===== src/pkg/ufb_map.svh =====
`ifndef UFB_MAP_SVH
`define UFB_MAP_SVH
// Summary of operation
// Host reads the received ninth bit before the low data byte.
// Host writes the transmit ninth bit before the low data byte.
// Mode bit: 0 asynchronous, 1 synchronous operation.
// Parity field: 00 off, 01 reserved, 10 even, 11 odd.
// Transmitter computes parity over data bits and sends it.
// Receiver checks parity and sets the parity error flag on mismatch.
// Transmitter sends one stop bit, or two when stop select is set.
// Receiver ignores the stop select setting.
// Size code sets 5, 6, 7, 8 or 9 data bits both ways.
// Software keeps clock polarity zero in asynchronous mode.
// Polarity 0: send on rising, sample on falling; 1 swaps.
// Baud divisor is 12 bits: high nibble and low byte.
// Divisor high byte top four bits are written and read as zero.
// Writing the divisor low byte reloads the prescaler at once.
// Software changes the divisor only while no frame is moving.
// Double speed cuts the asynchronous per-bit divisor from 16 to 8.
// Prescaler counts down, one tick every divisor plus one clocks.
// Nine-bit frames send and store the ninth bit after eight low bits.
`define UFB_OFF_DATA   8'h00
`define UFB_OFF_CTRLB  8'h04
`define UFB_OFF_FRAME  8'h08
`define UFB_OFF_DIVLO  8'h0C
`define UFB_OFF_DIVHI  8'h10
`define UFB_OFF_STATA  8'h14
`define UFB_OFF_IRQST  8'h18
`define UFB_OFF_IRQMSK 8'h1C
`define UFB_FF_SYNC    6
`define UFB_FF_PARH    5
`define UFB_FF_PARO    4
`define UFB_FF_STOP2   3
`define UFB_FF_POL     0
`define UFB_CB_RXEN    4
`define UFB_CB_TXEN    3
`define UFB_CB_SZH     2
`define UFB_CB_TX9     0
`define UFB_SA_DBL     1
`define UFB_OSR_NORM   4'hF
`define UFB_OSR_DBL    4'h7
`define UFB_RST_BYTE   8'h00
`define UFB_RESP_OK    2'h0
`define UFB_RESP_ERR   2'h2
`endif


===== src/pkg/ufb_pkg.sv =====
package ufb_pkg;
  typedef enum logic [2:0] {
    ST_IDLE, ST_START, ST_DATA, ST_PAR, ST_STOP
  } ufb_state_t;
  typedef logic [11:0] ufb_div_t;
endpackage : ufb_pkg

===== src/pkg/ufb_baud_if.sv =====
`timescale 1ns/1ps
interface ufb_baud_if;
  ufb_pkg::ufb_div_t divisor;
  logic              reload;
  logic              tick;
  modport ctrl (output divisor, output reload, input tick);
  modport prescaler (input divisor, input reload, output tick);
endinterface : ufb_baud_if


===== src/hw/ufb_baud.sv =====
`timescale 1ns/1ps
module ufb_baud (
  input wire logic      clock,
  input wire logic      rst,
  ufb_baud_if.prescaler bif
);
  ufb_pkg::ufb_div_t cnt_r;
  logic              tick_r;
  wire               at_zero = (cnt_r == 12'h000);

  assign bif.tick = tick_r;

  // count down, wrap
  // reload on low byte write
  always_ff @(posedge clock or posedge rst) begin
    if (rst) begin
      cnt_r  <= 12'h000;
      tick_r <= 1'b0;
    end else if (bif.reload) begin
      cnt_r  <= bif.divisor;
      tick_r <= 1'b0;
    end else if (at_zero) begin
      cnt_r  <= bif.divisor;
      tick_r <= 1'b1;
    end else begin
      cnt_r  <= cnt_r - 12'h001;
      tick_r <= 1'b0;
    end
  end
endmodule : ufb_baud


===== src/hw/ufb_usart_frame.sv =====
// Local design decisions: the address map and register access over AXI4-Lite.
`timescale 1ns/1ps
`include "ufb_map.svh"
module ufb_usart_frame (
  input  wire logic        clock,
  input  wire logic        rst,
  input  wire logic [7:0]  s_axi_awaddr,
  input  wire logic        s_axi_awvalid,
  output wire logic        s_axi_awready,
  input  wire logic [31:0] s_axi_wdata,
  input  wire logic [3:0]  s_axi_wstrb,
  input  wire logic        s_axi_wvalid,
  output wire logic        s_axi_wready,
  output wire logic [1:0]  s_axi_bresp,
  output wire logic        s_axi_bvalid,
  input  wire logic        s_axi_bready,
  input  wire logic [7:0]  s_axi_araddr,
  input  wire logic        s_axi_arvalid,
  output wire logic        s_axi_arready,
  output wire logic [31:0] s_axi_rdata,
  output wire logic [1:0]  s_axi_rresp,
  output wire logic        s_axi_rvalid,
  input  wire logic        s_axi_rready,
  output wire logic        txd,
  input  wire logic        rxd,
  output wire logic        sync_serial_clock,
  output wire logic        sync_serial_clock_oe,
  output wire logic        irq
);
  function automatic logic ufb_known(input logic [7:0] a);
    ufb_known = (a == `UFB_OFF_DATA) || (a == `UFB_OFF_CTRLB) ||
                (a == `UFB_OFF_FRAME) || (a == `UFB_OFF_DIVLO) ||
                (a == `UFB_OFF_DIVHI) || (a == `UFB_OFF_STATA) ||
                (a == `UFB_OFF_IRQST) || (a == `UFB_OFF_IRQMSK);
  endfunction : ufb_known

  function automatic logic [3:0] ufb_nbits(input logic [2:0] c);
    case (c)
      3'h0:    ufb_nbits = 4'h5;
      3'h1:    ufb_nbits = 4'h6;
      3'h2:    ufb_nbits = 4'h7;
      3'h7:    ufb_nbits = 4'h9;
      default: ufb_nbits = 4'h8;
    endcase
  endfunction : ufb_nbits

  function automatic logic ufb_parity(input logic [8:0] d,
                                      input logic [3:0] n,
                                      input logic       odd);
    logic [8:0] m;
    m = 9'h1FF >> (4'h9 - n);
    ufb_parity = (^(d & m)) ^ odd;
  endfunction : ufb_parity

  logic [6:0]  cfg_r;
  logic        rx_en_r, tx_en_r, szh_r, tx9_r, dbl_r;
  logic [3:0]  div_hi_r;
  logic [7:0]  div_lo_r;
  logic [3:0]  irq_st_r, irq_mask_r;
  logic        bvalid_r, rvalid_r;
  logic [1:0]  bresp_r, rresp_r;
  logic [7:0]  rdata_r;
  logic [8:0]  tx_buf_r, tx_sh_r, rx_data_r, rx_sh_r;
  logic        tx_full_r, txd_r, tx_par_r, sclk_r;
  logic [3:0]  tx_cnt_r, tx_os_r, rx_cnt_r, rx_os_r;
  logic        rx_valid_r, rx_perr_r, rx_ferr_r, rx_par_r;
  logic [2:0]  rx_s_r;
  logic        rx_lvl_r;
  ufb_pkg::ufb_state_t tx_st_r, rx_st_r;
  ufb_baud_if  bif ();

  // register bus decode
  wire       wr_go  = s_axi_awvalid & s_axi_wvalid & ~bvalid_r;
  wire       wr_ok  = ufb_known(s_axi_awaddr);
  wire       wr_en  = wr_go & wr_ok & s_axi_wstrb[0];
  wire [7:0] wb     = s_axi_wdata[7:0];
  wire       wr_dat = wr_en & (s_axi_awaddr == `UFB_OFF_DATA);
  wire       wr_cb  = wr_en & (s_axi_awaddr == `UFB_OFF_CTRLB);
  wire       wr_ff  = wr_en & (s_axi_awaddr == `UFB_OFF_FRAME);
  wire       wr_lo  = wr_en & (s_axi_awaddr == `UFB_OFF_DIVLO);
  wire       wr_hi  = wr_en & (s_axi_awaddr == `UFB_OFF_DIVHI);
  wire       wr_sa  = wr_en & (s_axi_awaddr == `UFB_OFF_STATA);
  wire       wr_ist = wr_en & (s_axi_awaddr == `UFB_OFF_IRQST);
  wire       wr_msk = wr_en & (s_axi_awaddr == `UFB_OFF_IRQMSK);
  wire       rd_go  = s_axi_arvalid & ~rvalid_r;
  wire       rd_dat = rd_go & (s_axi_araddr == `UFB_OFF_DATA);

  assign s_axi_awready = wr_go;
  assign s_axi_wready  = wr_go;
  assign s_axi_bvalid  = bvalid_r;
  assign s_axi_bresp   = bresp_r;
  assign s_axi_arready = rd_go;
  assign s_axi_rvalid  = rvalid_r;
  assign s_axi_rresp   = rresp_r;
  assign s_axi_rdata   = {24'h000000, rdata_r};

  // frame controls
  // mode select
  wire       sync   = cfg_r[`UFB_FF_SYNC];
  // only the upper parity bit enables
  wire       par_en = cfg_r[`UFB_FF_PARH];
  wire       par_od = cfg_r[`UFB_FF_PARO];
  wire       stop2  = cfg_r[`UFB_FF_STOP2];
  wire       pol    = cfg_r[`UFB_FF_POL];
  // size code decode
  wire [3:0] nbits  = ufb_nbits({szh_r, cfg_r[2:1]});
  // oversampling per bit
  wire [3:0] osr_m1 = (dbl_r & ~sync) ? `UFB_OSR_DBL : `UFB_OSR_NORM;
  wire       tick   = bif.tick;
  // edge roles follow polarity
  wire       tx_edg = sync & tick & (sclk_r == pol);
  wire       rx_edg = sync & tick & (sclk_r != pol);

  // divisor halves joined
  assign bif.divisor = {div_hi_r, div_lo_r};
  // low byte write reloads
  assign bif.reload  = wr_lo;

  ufb_baud u_baud (
    .clock (clock),
    .rst   (rst),
    .bif   (bif)
  );

  wire [7:0] stat_a = {rx_valid_r, 1'b0, ~tx_full_r, rx_ferr_r,
                       1'b0, rx_perr_r, dbl_r, 1'b0};
  wire [7:0] ctrl_b = {3'h0, rx_en_r, tx_en_r, szh_r, rx_data_r[8], tx9_r};
  // top nibble reads zero
  wire [7:0] rd_val =
    (s_axi_araddr == `UFB_OFF_DATA)   ? rx_data_r[7:0] :
    (s_axi_araddr == `UFB_OFF_CTRLB)  ? ctrl_b :
    (s_axi_araddr == `UFB_OFF_FRAME)  ? {1'b0, cfg_r} :
    (s_axi_araddr == `UFB_OFF_DIVLO)  ? div_lo_r :
    (s_axi_araddr == `UFB_OFF_DIVHI)  ? {4'h0, div_hi_r} :
    (s_axi_araddr == `UFB_OFF_STATA)  ? stat_a :
    (s_axi_araddr == `UFB_OFF_IRQST)  ? {4'h0, irq_st_r} :
    (s_axi_araddr == `UFB_OFF_IRQMSK) ? {4'h0, irq_mask_r} : 8'h00;

  always_ff @(posedge clock or posedge rst) begin
    if (rst) begin
      bvalid_r <= 1'b0;
      bresp_r  <= `UFB_RESP_OK;
      rvalid_r <= 1'b0;
      rresp_r  <= `UFB_RESP_OK;
      rdata_r  <= `UFB_RST_BYTE;
    end else begin
      bvalid_r <= wr_go | (bvalid_r & ~s_axi_bready);
      if (wr_go)
        bresp_r <= wr_ok ? `UFB_RESP_OK : `UFB_RESP_ERR;
      rvalid_r <= rd_go | (rvalid_r & ~s_axi_rready);
      if (rd_go) begin
        rdata_r <= rd_val;
        rresp_r <= ufb_known(s_axi_araddr) ? `UFB_RESP_OK : `UFB_RESP_ERR;
      end
    end
  end

  always_ff @(posedge clock or posedge rst) begin
    if (rst) begin
      cfg_r    <= 7'h00;
      {rx_en_r, tx_en_r, szh_r, tx9_r, dbl_r} <= 5'h00;
      div_hi_r <= 4'h0;
      div_lo_r <= `UFB_RST_BYTE;
      irq_mask_r <= 4'h0;
    end else begin
      if (wr_ff)
        cfg_r <= wb[6:0];
      if (wr_cb) begin
        rx_en_r <= wb[`UFB_CB_RXEN];
        tx_en_r <= wb[`UFB_CB_TXEN];
        szh_r   <= wb[`UFB_CB_SZH];
        tx9_r   <= wb[`UFB_CB_TX9];
      end
      if (wr_sa)
        dbl_r <= wb[`UFB_SA_DBL];
      // upper nibble is not stored
      if (wr_hi)
        div_hi_r <= wb[3:0];
      if (wr_lo)
        div_lo_r <= wb;
      if (wr_msk)
        irq_mask_r <= wb[3:0];
    end
  end

  // synchronous clock: toggles per tick, held low in async mode
  always_ff @(posedge clock or posedge rst) begin
    if (rst)
      sclk_r <= 1'b0;
    else
      sclk_r <= sync & (sclk_r ^ tick);
  end
  assign sync_serial_clock    = sclk_r;
  assign sync_serial_clock_oe = sync;

  // transmitter
  wire tx_wrap = tick & (tx_os_r >= osr_m1);
  wire tx_bit  = sync ? tx_edg : tx_wrap;
  wire tx_go   = tx_full_r & tx_en_r;
  // second stop bit keeps the frame open one more bit
  wire tx_last = (tx_st_r == ufb_pkg::ST_STOP) &
                 ~(stop2 & (tx_cnt_r == 4'h0));
  wire tx_take = tx_bit & tx_go & ((tx_st_r == ufb_pkg::ST_IDLE) | tx_last);
  wire txc_ev  = tx_bit & tx_last & ~tx_go;

  // writes while the buffer is full are dropped
  always_ff @(posedge clock or posedge rst) begin
    if (rst) begin
      tx_full_r <= 1'b0;
      tx_buf_r  <= 9'h000;
      tx_os_r   <= 4'h0;
    end else begin
      tx_os_r <= tx_wrap ? 4'h0 : tx_os_r + {3'h0, tick};
      if (wr_dat & ~tx_full_r) begin
        tx_full_r <= 1'b1;
        // ninth bit joins the low byte
        tx_buf_r  <= {tx9_r, wb};
      end else if (tx_take)
        tx_full_r <= 1'b0;
    end
  end

  always_ff @(posedge clock or posedge rst) begin
    if (rst) begin
      tx_st_r  <= ufb_pkg::ST_IDLE;
      txd_r    <= 1'b1;
      tx_sh_r  <= 9'h000;
      tx_cnt_r <= 4'h0;
      tx_par_r <= 1'b0;
    end else if (tx_take) begin
      tx_st_r  <= ufb_pkg::ST_START;
      txd_r    <= 1'b0;
      tx_sh_r  <= tx_buf_r;
      // parity computed at load
      tx_par_r <= ufb_parity(tx_buf_r, nbits, par_od);
    end else if (tx_bit) begin
      unique case (tx_st_r)
        ufb_pkg::ST_IDLE: txd_r <= 1'b1;
        ufb_pkg::ST_START: begin
          txd_r    <= tx_sh_r[0];
          tx_sh_r  <= tx_sh_r >> 1;
          tx_cnt_r <= 4'h1;
          tx_st_r  <= ufb_pkg::ST_DATA;
        end
        ufb_pkg::ST_DATA: begin
          // stop after nbits data bits
          if (tx_cnt_r == nbits) begin
            tx_cnt_r <= 4'h0;
            // parity bit inserted
            txd_r    <= par_en ? tx_par_r : 1'b1;
            tx_st_r  <= par_en ? ufb_pkg::ST_PAR : ufb_pkg::ST_STOP;
          end else begin
            txd_r    <= tx_sh_r[0];
            tx_sh_r  <= tx_sh_r >> 1;
            tx_cnt_r <= tx_cnt_r + 4'h1;
          end
        end
        ufb_pkg::ST_PAR: begin
          txd_r   <= 1'b1;
          tx_st_r <= ufb_pkg::ST_STOP;
        end
        ufb_pkg::ST_STOP: begin
          // one or two stop bits
          if (tx_last)
            tx_st_r <= ufb_pkg::ST_IDLE;
          else
            tx_cnt_r <= 4'h1;
        end
      endcase
    end
  end
  assign txd = txd_r;

  // receiver: three flops, level moves once the last two agree
  always_ff @(posedge clock or posedge rst) begin
    if (rst) begin
      rx_s_r   <= 3'h7;
      rx_lvl_r <= 1'b1;
    end else begin
      rx_s_r <= {rx_s_r[1:0], rxd};
      if (rx_s_r[1] == rx_s_r[2])
        rx_lvl_r <= rx_s_r[2];
    end
  end

  wire       rx_half = tick & (rx_st_r == ufb_pkg::ST_START) &
                       (rx_os_r == (osr_m1 >> 1));
  wire       rx_smp  = sync ? rx_edg : (tick & (rx_os_r >= osr_m1));
  // one stop bit checked whatever stop select says
  wire       rx_done = rx_en_r & rx_smp & (rx_st_r == ufb_pkg::ST_STOP);
  // realign so the ninth bit lands in bit 8
  wire [8:0] rx_word = rx_sh_r >> (4'h9 - nbits);
  // compare received parity with computed
  wire       pe_ev   = rx_done & par_en &
                       (rx_par_r != ufb_parity(rx_word, nbits, par_od));
  wire       fe_ev   = rx_done & ~rx_lvl_r;
  wire       rx_idle = (rx_st_r == ufb_pkg::ST_IDLE);

  always_ff @(posedge clock or posedge rst) begin
    if (rst)
      rx_os_r <= 4'h0;
    else if (rx_idle | rx_half | rx_smp)
      rx_os_r <= 4'h0;
    else
      rx_os_r <= rx_os_r + {3'h0, tick};
  end

  always_ff @(posedge clock or posedge rst) begin
    if (rst) begin
      rx_st_r  <= ufb_pkg::ST_IDLE;
      rx_sh_r  <= 9'h000;
      rx_cnt_r <= 4'h0;
      rx_par_r <= 1'b0;
    end else if (!rx_en_r)
      rx_st_r <= ufb_pkg::ST_IDLE;
    else begin
      unique case (rx_st_r)
        ufb_pkg::ST_IDLE: begin
          rx_cnt_r <= 4'h0;
          if (!rx_lvl_r && (!sync || rx_edg))
            rx_st_r <= sync ? ufb_pkg::ST_DATA : ufb_pkg::ST_START;
        end
        ufb_pkg::ST_START: begin
          // false start bits are dropped at mid bit
          if (rx_half)
            rx_st_r <= rx_lvl_r ? ufb_pkg::ST_IDLE : ufb_pkg::ST_DATA;
        end
        ufb_pkg::ST_DATA: begin
          if (rx_smp) begin
            rx_sh_r  <= {rx_lvl_r, rx_sh_r[8:1]};
            rx_cnt_r <= rx_cnt_r + 4'h1;
            if (rx_cnt_r == nbits - 4'h1)
              rx_st_r <= par_en ? ufb_pkg::ST_PAR : ufb_pkg::ST_STOP;
          end
        end
        ufb_pkg::ST_PAR: begin
          if (rx_smp) begin
            rx_par_r <= rx_lvl_r;
            rx_st_r  <= ufb_pkg::ST_STOP;
          end
        end
        ufb_pkg::ST_STOP: begin
          if (rx_smp)
            rx_st_r <= ufb_pkg::ST_IDLE;
        end
      endcase
    end
  end

  // a new frame overwrites unread data; set beats the read clear
  always_ff @(posedge clock or posedge rst) begin
    if (rst) begin
      rx_valid_r <= 1'b0;
      rx_data_r  <= 9'h000;
      rx_perr_r  <= 1'b0;
      rx_ferr_r  <= 1'b0;
    end else if (!rx_en_r) begin
      rx_valid_r <= 1'b0;
      rx_perr_r  <= 1'b0;
      rx_ferr_r  <= 1'b0;
    end else if (rx_done) begin
      rx_valid_r <= 1'b1;
      // ninth bit stored for reading
      rx_data_r  <= rx_word;
      // parity error flag
      rx_perr_r  <= pe_ev;
      rx_ferr_r  <= fe_ev;
    end else if (rd_dat)
      rx_valid_r <= 1'b0;
  end

  // interrupt status: sticky, write one to clear, set wins
  wire [3:0] ev = {fe_ev, pe_ev, rx_done, txc_ev};
  always_ff @(posedge clock or posedge rst) begin
    if (rst)
      irq_st_r <= 4'h0;
    else
      irq_st_r <= (irq_st_r & ~(wr_ist ? wb[3:0] : 4'h0)) | ev;
  end
  assign irq = |(irq_st_r & irq_mask_r);
endmodule : ufb_usart_frame


===== config.mk =====
export PLATFORM = sky130hd
export DESIGN_NAME = ufb_usart_frame
export DESIGN_NICKNAME = d
export VERILOG_FILES = /design/src/pkg/ufb_pkg.sv /design/src/pkg/ufb_baud_if.sv /design/src/hw/ufb_baud.sv /design/src/hw/ufb_usart_frame.sv
export VERILOG_INCLUDE_DIRS = /design/src /design/src/pkg
export SDC_FILE = /design/constraint.sdc
export NUM_CORES = 1
export LEC_CHECK = 0
export BUFFER_PORTS_ARGS = -buffer_cell sky130_fd_sc_hd__buf_2
export CAP_MARGIN = 20
export CORE_ASPECT_RATIO = 0.9
export CORE_MARGIN = 3
export CORE_UTILIZATION = 55
export CTS_CLUSTER_SIZE = 12
export DETAILED_ROUTE_END_ITERATION = 8
export GPL_TIMING_DRIVEN = 0
export PLACE_DENSITY = 0.82
export SLEW_MARGIN = 20
export SYNTH_ARGS = -nofsm -noshare
export SYNTH_HDL_FRONTEND = slang
export SYNTH_SLANG_ARGS = --single-unit

===== constraint.sdc =====
create_clock -name clock -period 9.8 [get_ports clock]
set_input_delay 0.98 -clock clock [delete_from_list [all_inputs] [get_ports clock]]
set_output_delay 0.98 -clock clock [all_outputs]
set_load 0.01 [all_outputs]

After elaboration in Yosys (flattened, before gate mapping)
Cells that the tools add are included.
{ "word_totals": {"reg_bits": 129, "latch_bits": 0, "mem_bits_rw": 0, "romBits": 0, "in_bits": 60, "output_inout_bits": 45, "word_cells": 260, "memories": 0} }
{ "classes": {"addsub": 7, "n_mul": 0, "div_mod_pow": 0, "order_cmp": 2, "n_eq_ne": 45, "shift": 2, "muxes": 60, "bitwise": 62, "reduce_logical": 45} }
{ "op_table": {"columns": ["op", "n"], "rows": [
  ["equality test 8 x 5 -> 1 bit (second input constant)", 8],
  ["2-to-1 mux 8 bit", 6],
  ["AND 1 bit", 38],
  ["2-to-1 mux 3 bit", 12],
  ["2-to-1 mux 4 bit", 9],
  ["equality test 8 x 4 -> 1 bit (second input constant)", 4],
  ["2-to-1 mux 9 bit", 3],
  ["2-to-1 mux 12 bit", 2],
  ["inequality test 3 bit (second input constant)", 8],
  ["AND 9 bit", 2],
  ["case mux 9 bit (2 select lines)", 1],
  ["XOR reduction 9 bit", 2],
  ["2-to-1 mux 1 bit", 17],
  ["equality test 8 x 3 -> 1 bit (second input constant)", 2],
  ["zero test 8 bit", 2],
  ["case mux 4 bit (4 select lines)", 1],
  ["equality test 3 x 2 -> 1 bit (second input constant)", 5],
  ["logical OR 1 bit", 15],
  ["case mux 3 bit (5 select lines)", 1],
  ["zero test 12 bit", 1],
  ["case mux 3 bit (4 select lines)", 1],
  ["case mux 4 bit (3 select lines)", 1],
  ["AND reduction 3 bit", 4],
  ["subtractor 12 x 1 -> 12 bit (second input constant)", 1],
  ["39 further kinds", 77]
]} }

Logic depth before layout (Yosys ltp)
Gate-level depths: netlist (run 1).
{ "logic_depth": {"ltp_word": 15, "mapped_depth": 14} }

Modules after synthesis
Synthesis (run 1) repeated with hierarchy kept, for this count alone.
{ "hier_totals": {"hier_cells": 740, "area_unflattened_um2": 7527.2} }
{ "modules_own_cells": {"columns": ["mod", "n_inst", "cells_each", "area_each_um2", "seq_area_each_um2"], "rows": [
  ["ufb_usart_frame", 1, 666, 6791.5, 2859.0],
  ["ufb_baud", 1, 74, 735.7, 325.3]
]} }

Worst setup path before layout (run 1)
Ideal clock, no wire load.
{ "synth_path": {"path_kind": "reg-to-reg", "start": "register cfg_r[1]", "end": "register rx_perr_r", "setup_time_ns": 0.122, "arrival_ns": 2.747, "slack_ns": 6.931, "path_stages_with_launch": 13, "path_buffers": 2, "cell_sequence": "dfrtp_1 -> buf_6 -> and2b_4 -> o21ai_1 -> ha_1 -> xnor2_2 -> or2_1 -> clkbuf_1 -> nor2_2 -> xnor3_1 -> xnor2_1 -> mux2i_1 -> nand2_1"} }
{ "synth_via": {"elab_chain_cells": 11, "elab_cells_between_ends": 15} }
{ "synth_rtl": {"columns": ["element", "line", "text"], "rows": [
  ["from (decl)", "ufb_usart_frame.sv:55", "logic [6:0] cfg_r;"],
  ["from (signal assigned)", "ufb_usart_frame.sv:167", "cfg_r <= wb[6:0];"],
  ["equality test 3 bit, or another cell as far along", "ufb_usart_frame.sv:38", "case (c)"],
  ["case mux 4 bit (4 select lines) (*)", "ufb_usart_frame.sv:38", null],
  ["subtractor 4 bit (*)", "ufb_usart_frame.sv:51, ufb_usart_frame.sv:292", null],
  [">> shifter 9 x 4 -> 9 bit, on equally long branches", "ufb_usart_frame.sv:292, ufb_usart_frame.sv:51", null],
  ["AND 9 bit (*)", "ufb_usart_frame.sv:52", "ufb_parity = (^(d & m)) ^ odd;"],
  ["XOR reduction 9 bit (*)", "ufb_usart_frame.sv:52", null],
  ["bitwise XOR 1 bit (*)", "ufb_usart_frame.sv:52", null],
  ["inequality test 1 bit (*)", "ufb_usart_frame.sv:295", "(rx_par_r != ufb_parity(rx_word, nbits, par_od));"],
  ["AND 1 bit (*)", "ufb_usart_frame.sv:294", "wire pe_ev = rx_done & par_en &"],
  ["2-to-1 mux 1 bit (*)", "ufb_usart_frame.sv:361", "end else if (rx_done) begin"],
  ["2-to-1 mux 1 bit (*)", "ufb_usart_frame.sv:357", "end else if (!rx_en_r) begin"],
  ["to (signal assigned)", "ufb_usart_frame.sv:366", "rx_perr_r <= pe_ev;"],
  ["to (decl)", "ufb_usart_frame.sv:66", "logic rx_valid_r, rx_perr_r, rx_ferr_r, rx_par_r;"]
]} }
Mark *: on every way between the ends. The rest lies on a longest branch, timed or not. The select of a mux whose other input is x is not followed.
A chain may end at the register's enable or synchronous reset.

Worst setup path after layout (run 1)
Same ends and word-level chain as after synthesis.

==> results by group, run 1 <==
Die
  – Cell row count: 39
  – Starting density of the core: ~57%
  – Die Area: roughly 0.015 mm²
  – Die Height: roughly 120 µm
  – Core ar.: approximately 0.013 mm²
  – Die width: approximately 130 µm
  – Ports placed on the boundary: roughly 110

Synthesis
  – Post-synth EDFFs: 0
  – FFs w/ async S/R, synth: 100%
  – Leading register cell type out of synthesis: dfrtp_1
  – Cell area after synthesis: 0.00740 mm²
  – Synth area leader: dfrtp_1
  – Seq cells post-synth: roughly 130
  – Mapped Avg Cell Area: slightly below 10 µm²
  – Netlist cell types: 84
  – Register area share after synthesis: 43.0%
  – Post-synthesis cell count: roughly 760
  – Syn. warnings: 0
  – Synth top area cells: dfrtp_1 (41%), mux2_2 (7.6%), nand2_1 (4.6%)
  – Synth top area share: between 40% and 50%

Detailed routing
  – Drt wl/cell: between 15 and 20 µm
  – Final WL: between 15 and 20 mm
  – Initial DRT Pass Iterations: 5
  – Vias/cell: about 5.8
  – DRC Markers: 0
  – Vias: between 5000 and 6000
  – Post-route ant nets: 0
  – Number of DRC markers in iteration 0: between 500 and 600

Worst setup path
  – Crit path cell chain: buf_6 -> and2b_4 -> o21ai_1 -> ha_1 -> clkbuf_1 -> nand4_1 -> a21oi_4 -> a21oi_1 -> nor2_1 -> o21ai_1 -> mux2i_1 -> xnor2_1 -> mux2i_1 -> nand2_1
  – Worst Path Arrival: 3910 ps
  – Worst Setup End Kind: register
  – CP peak stage delay: approximately 530 ps
  – Worst flop-to-flop path startpoint: cfg_r[1]$_DFFE_PP0P_
  – Kind of critical path: register to register
  – Buf/Inv on CP: 2
  – Critical Path RT: around 10000 ps
  – Crit path from: cfg_r[1]$_DFFE_PP0P_
  – Startpoint types: register
  – CP Max Fanout: 10
  – CP max stage cell: o21ai_1
  – Crit-path leading delay family: compound AO/OA/AOI/OAI gates

CTS
  – CTS Buf Count: 17
  – # H-tree levels: 4
  – Skew-Pair Late Insertion Delay: roughly 420 ps
  – Post-CTS Setup Inserts: 0
  – Register clock-pin slew on the reported worst setup and hold paths: roughly 60 ps
  – CTS root buf: clkbuf_16
  – # clock sinks: approximately 130
  – Worst-case clock buffer depth: 2
  – Resized Gates After CTS: 0
  – CTS hold repair buffers: 0
  – CTS tree: yes

Timing
  – Final hold slack: about 350 ps
  – Hold violation total from the final report: 0
  – Max-slew violation count: 0
  – Final setup fails: 0
  – Final period util: roughly 37%
  – Crit path time final: around 3600 ps
  – Post-route setup TNS: 0 ps
  – Max Clk Rate: about 0.28 GHz
  – Slew @ Worst Pin: approximately 760 ps
  – Slew margin rel.: 49.3%
  – Clk_skew: 10.1 ps
  – RSZ-0062 raised after global routing: no

Layout
  – Antenna Diode Count: 0
  – Final net count: 936
  – Cell area after layout: ~0.0086 mm²
  – Layout cell share with drive strength beyond 1: between 20% and 30%
  – Final cell count without fillers: roughly 1000
  – Area growth syn-to-layout: 16.3%
  – Final Core Density: 66.6%

Run
  – Max Cap Viol: 0

Global routing
  – Total GRT Usage: between 20% and 30%
  – Vias in the first global route: around 5700
  – Initial antenna violation count: 0
  – GR Overflow Total: 0
  – Met2 GRT Util: approximately two fifths
  – Largest net degree at the start of global routing: between 80 and 90
  – M1 GR Usage: between 30% and 40%
  – Met3 usage: approximately 4.7%
  – Busiest grt layer: met2
  – Global-route wire length before repair: approximately 29 mm

Worst hold path
  – Hold WC Path Type: register to register
  – Hold wc startpoint: rx_s_r[0]$_DFF_PP1_

Placement
  – Post-DP HPWL: around 13 mm
  – Quantity of I/O buffers inserted on ports: around 50
  – Post-DP Area: about 0.008 mm²
  – Routability cong.: between 0.9 and 1
  – # placed instances: 1005

Pwr
  – Pleak: between 3 and 4 nW
  – Peak supply drop: between 0.1 and 0.15 mV
  – Total power per unit cell area: 162 mW/mm²

Status
  – Outcome: finished clean
==> synth_stat cells (5+ instances only) <==
| cell | instances |
|---|---|
| nor2b_1 | 9 |
| clkbuf_1 | 19 |
| nand2b_1 | 9 |
| a21oi_1 | 32 |
| ha_1 | 16 |
| buf_2 | 9 |
| buf_6 | 5 |
| and2_1 | 9 |
| xnor2_1 | 22 |
| nand4_1 | 9 |
| o21ai_0 | 47 |
| inv_1 | 24 |
| mux2_2 | 50 |
| buf_4 | 28 |
| a22o_1 | 5 |
| mux2i_1 | 20 |
| nand2_1 | 91 |
| o21ai_1 | 10 |
| nand3_1 | 17 |
| nor2_1 | 60 |
| o211ai_1 | 5 |
| nor3_1 | 14 |
| a22oi_1 | 6 |
| dfstp_2 | 5 |
| a211oi_1 | 6 |
| xor2_1 | 8 |
| a31oi_1 | 7 |
| o31ai_1 | 6 |
| dfrtp_1 | 122 |
| and3_1 | 5 |
==> worst register-to-register path: stages (launching register included) <==
cell	delay [ps]
dfrtp_1	380
buf_6	170
and2b_4	230
o21ai_1	530
ha_1	340
clkbuf_1	350
nand4_1	210
a21oi_4	220
a21oi_1	90
nor2_1	90
o21ai_1	80
mux2i_1	190
xnor2_1	180
mux2i_1	330
nand2_1	100
==> final timing paths <==
check | end | slack, ps | cells past startpoint
setup / recovery | rx_perr_r$_DFFE_PP0P_ | 6190 | 14
hold / removal | rx_s_r[1]$_DFF_PP1_ | 350 | 0
setup reg to reg | rx_perr_r$_DFFE_PP0P_ | 6190 | 14
hold reg to reg | rx_s_r[1]$_DFF_PP1_ | 350 | 0
max in group asynchronous | rx_lvl_r$_DFFE_PP1N_ | 8470 | 3
min in group asynchronous | div_hi_r[1]$_DFFE_PP0P_ | 560 | 2
==> routing by layer <==
layer	share of wire, %	wire length (µm)
met1	44	7720
met3	7.0	1210
met2	47	8260
met5	0	0
met4	1.2	208
==> cell usage in the layout (no fill, tap or decap), drive strengths merged, types with 9 or more instances in the layout <==
cell,instances
conb,26
mux2,50
nand4,9
nor3,16
nor2,63
nand3,17
nand2b,9
xnor2,23
nor2b,10
a21oi,35
and2,10
o21ai,57
ha,16
inv,32
nand2,91
dfrtp,122
mux2i,20
buf,96
clkbuf,36
==> where the power goes <==
group	total [mW]	switching [mW]	internal, mW
clock network	0.668	0.259	0.408
registers	0.587	0.0278	0.559
logic	0.140	0.0775	0.0626
==> cell type report <==
class                           count  area (µm²)
Buffer                             63         390
Clock buffer                       17         425
Clock inverter                     15         198
Fill cell                        1008        4320
Inverter                           25        98.8
Multi-Input combinational cell    574        3830
Sequential cell                   127        3180
Tap cell                          164         205
Timing Repair Buffer               52         283
==> state kept, by name, summed over array words and instances (netlist names), 3 cells and up <==
name and cells:
tx_buf_r 9, u_baud.cnt_r 12, rx_cnt_r 4, rx_os_r 4, rx_st_r 3, rx_data_r 9
tx_st_r 3, rx_sh_r 9, tx_os_r 4, tx_sh_r 9, div_hi_r 4, tx_cnt_r 4
irq_st_r 4, rdata_r 8, rx_s_r 3, cfg_r 7, irq_mask_r 4, div_lo_r 8
==> cells by family after synthesis <==
group           share of synthesized area [%]
xor+xnor                                 4.07
other cells                            0.0507
compound gates                           15.6
simple gates                             16.3
buf+inv                                  6.54
fa+ha+maj                                2.84
mux                                      11.6
flops                                    43.0
==> per-stage QoR <==
stage	setup WS (ps)	power (mW)
2_1_floorplan	5440	0.694
3_3_place_gp	4120	0.728
3_5_place_dp	6400	0.736
4_1_cts	6280	1.40
5_1_grt	5980	1.45
6_report	6190	1.39
Power figures use the tool's default switching activity.
==> run 2: changes to the inputs <==
clock period = 3.49 ns   (was 9.8 ns; I/O delays follow)
==> results by group, run 2 (same netlist as run 1, synthesis figures left out) <==
Status
  – Outcome: finished clean

Layout
  – # fillers: 984 (-2.4%)
  – Antenna Diode Count: 0 (unchanged)
  – Layout cell share with drive strength beyond 1: 24.1% (+0.60 points)
  – Sequential Area: 0.00318 mm² (unchanged)
  – Area of the multi-input gates: 0.00385 mm² (+0.75%)
  – Most frequent cells in the layout: dfrtp_1 (122), nand2_1 (91), nor2_1 (60), buf_2 (60), mux2_2 (50)
  – Area growth syn-to-layout: 17.4%
  – Most flops, register: u_baud.cnt_r
  – Most common cell after layout, fill and taps aside: dfrtp_1
  – Final net count: 940 (+0.43%)
  – Largest register FFs: 12 (unchanged)

Die
  – Cell row count: 39 (unchanged)
  – Die width: 128 µm (unchanged)
  – Die Height: 116 µm (unchanged)
  – Core ar.: 0.0129 mm² (unchanged)
  – Ports placed on the boundary: 105 (unchanged)
  – Die Area: 0.0149 mm² (unchanged)
  – Starting density of the core: 57.2% (unchanged)

CTS
  – Skew-Pair Late Insertion Delay: 420 ps (about the same)
  – CTS Buf Count: 17 (unchanged)
  – # clock sinks: 127 (unchanged)
  – CTS root buf: clkbuf_16
  – CTS tree: yes
  – Worst-case clock buffer depth: 2 (unchanged)
  – Register clock-pin slew on the reported worst setup and hold paths: 60 ps (about the same)
  – # H-tree levels: 4 (unchanged)

Placement
  – Quantity of I/O buffers inserted on ports: 51 (unchanged)
  – Post-DP HPWL: 12.9 mm (+2.1%)
  – Routability cong.: 0.959 (-1.5%)

Timing
  – Crit path time final: 3210 ps (-399 ps)
  – Max-slew violation count: 0 (unchanged)
  – Slew margin rel.: 49.8% (+0.49 points)
  – Slew @ Worst Pin: 749 ps (-7.35 ps)
  – RSZ-0062 raised after global routing: no
  – Final period util: 92.1% (+55 points)
  – Post-route setup TNS: 0 ps (unchanged)
  – Final hold slack: 28.8 ps (-326 ps)
  – Max Clk Rate: 0.311 GHz (+12%)
  – Final setup fails: 0 (unchanged)
  – Clk_skew: 10.8 ps (+0.656 ps)
  – Hold violation total from the final report: 0 (unchanged)

Worst hold path
  – Hold WC Path Type: input pin to register

Detailed routing
  – Initial DRT Pass Iterations: 5 (unchanged)
  – Post-route ant nets: 0 (unchanged)
  – Vias/cell: 5.85 (+1.6%)
  – Number of DRC markers in iteration 0: 614 (+10%)
  – DRC Markers: 0 (unchanged)
  – Final WL: 18.2 mm (+4.3%)
  – Drt wl/cell: 17.5 µm (+4.0%)
  – Vias: 6089 (+1.9%)

Worst setup path
  – Critical Path RT: 3780 ps (-6310 ps)
  – Worst Setup End Kind: register
  – Kind of critical path: register to register
  – Worst Path Arrival: 3500 ps (-410 ps)
  – CP Max Fanout: 10 (unchanged)
  – Startpoint types: register

Global routing
  – Initial antenna violation count: 0 (unchanged)
  – Total GRT Usage: 25.4% (+0.94 points)
  – Vias in the first global route: 5800 (+0.90%)
  – GR Overflow Total: 0 (unchanged)
  – Global-route wire length before repair: 29.8 mm (+3.8%)
  – Largest net degree at the start of global routing: 32 (-62%)

Run
  – Max Cap Viol: 0 (unchanged)

Pwr
  – Peak supply drop: 0.339 mV (+170%)
  – Total power per unit cell area: 450 mW/mm² (+180%)
  – Pleak: 4.01 nW (+0.63%)
-- run 2: cell type report --
cell class,count,area share [%]
timing repair buffer,56,3.97
clock buffer,19,5.21
clock inverter,12,1.81
inverter,25,1.12
sequential,127,36.6
tap,164,2.36
multi-input combinational,574,44.4
buffer,63,4.51
-- run 2: worst max-delay path: stages (launching register included) --
cell and delay [ps]:
dfrtp_1 380, buf_6 170, nor2b_2 330, o21ai_4 140, ha_2 250, xnor2_4 310, or2_1 140, clkbuf_1 290
o32ai_1 210, or3_1 420, nand3_1 90, nor2_1 50, mux2i_1 200, nand2_1 80
-- run 2: routing by layer --
| layer | GRT usage [%] | part of all wire, % | wire length (µm) |
|---|---|---|---|
| met5 | 0 | 0 | 0 |
| met4 | 8.77 | 2.6 | 473 |
| met3 | 5.99 | 6.8 | 1240 |
| met2 | 40.9 | 47 | 8620 |
| met1 | 34.0 | 43 | 7820 |
-- run 2: final timing paths --
path	startpoint	to	slack [ps]	depth (start not counted)
worst max-delay path	cfg_r[1]$_DFFE_PP0P_	rx_perr_r$_DFFE_PP0P_	280	13
worst min-delay path	rxd	rx_s_r[0]$_DFF_PP1_	30	1
worst max register to register	cfg_r[1]$_DFFE_PP0P_	rx_perr_r$_DFFE_PP0P_	280	13
worst min register to register	rx_s_r[0]$_DFF_PP1_	rx_s_r[1]$_DFF_PP1_	350	0
max in group asynchronous	rst	rx_s_r[2]$_DFF_PP1_	2260	5
min in group asynchronous	rst	s_axi_bresp[1]$_DFFE_PP0P_	470	3
-- run 2: repair_timing --
item                                   4_1_cts  5_1_grt
setup endpoints to repair                    0       11
endpoints found under the hold margin       10        0
hold buffers                                 1        0
resized for setup                            0        7
buffers inserted                             0        0
-- run 2: power by group --
| group | internal (mW) | total (mW) | switching [mW] |
|---|---|---|---|
| Clock | 1.16 | 1.84 | 0.682 |
| Combinational | 0.184 | 0.414 | 0.229 |
| Sequential | 1.57 | 1.65 | 0.0799 |
-- run 2: stage by stage --
stage	total power [mW]	setup slack (ps)	instance area (µm²)	utilization, %	std cells
global placement	2.04	80.5	7960	61.5	1004
CTS	3.92	36.5	8660	67.0	1040
floorplan	1.95	621	7500	-	789
global route	4.04	43.7	8690	67.2	1040
finish	3.91	276	8690	67.2	1040
detailed placement	2.08	47.6	8040	62.2	1008
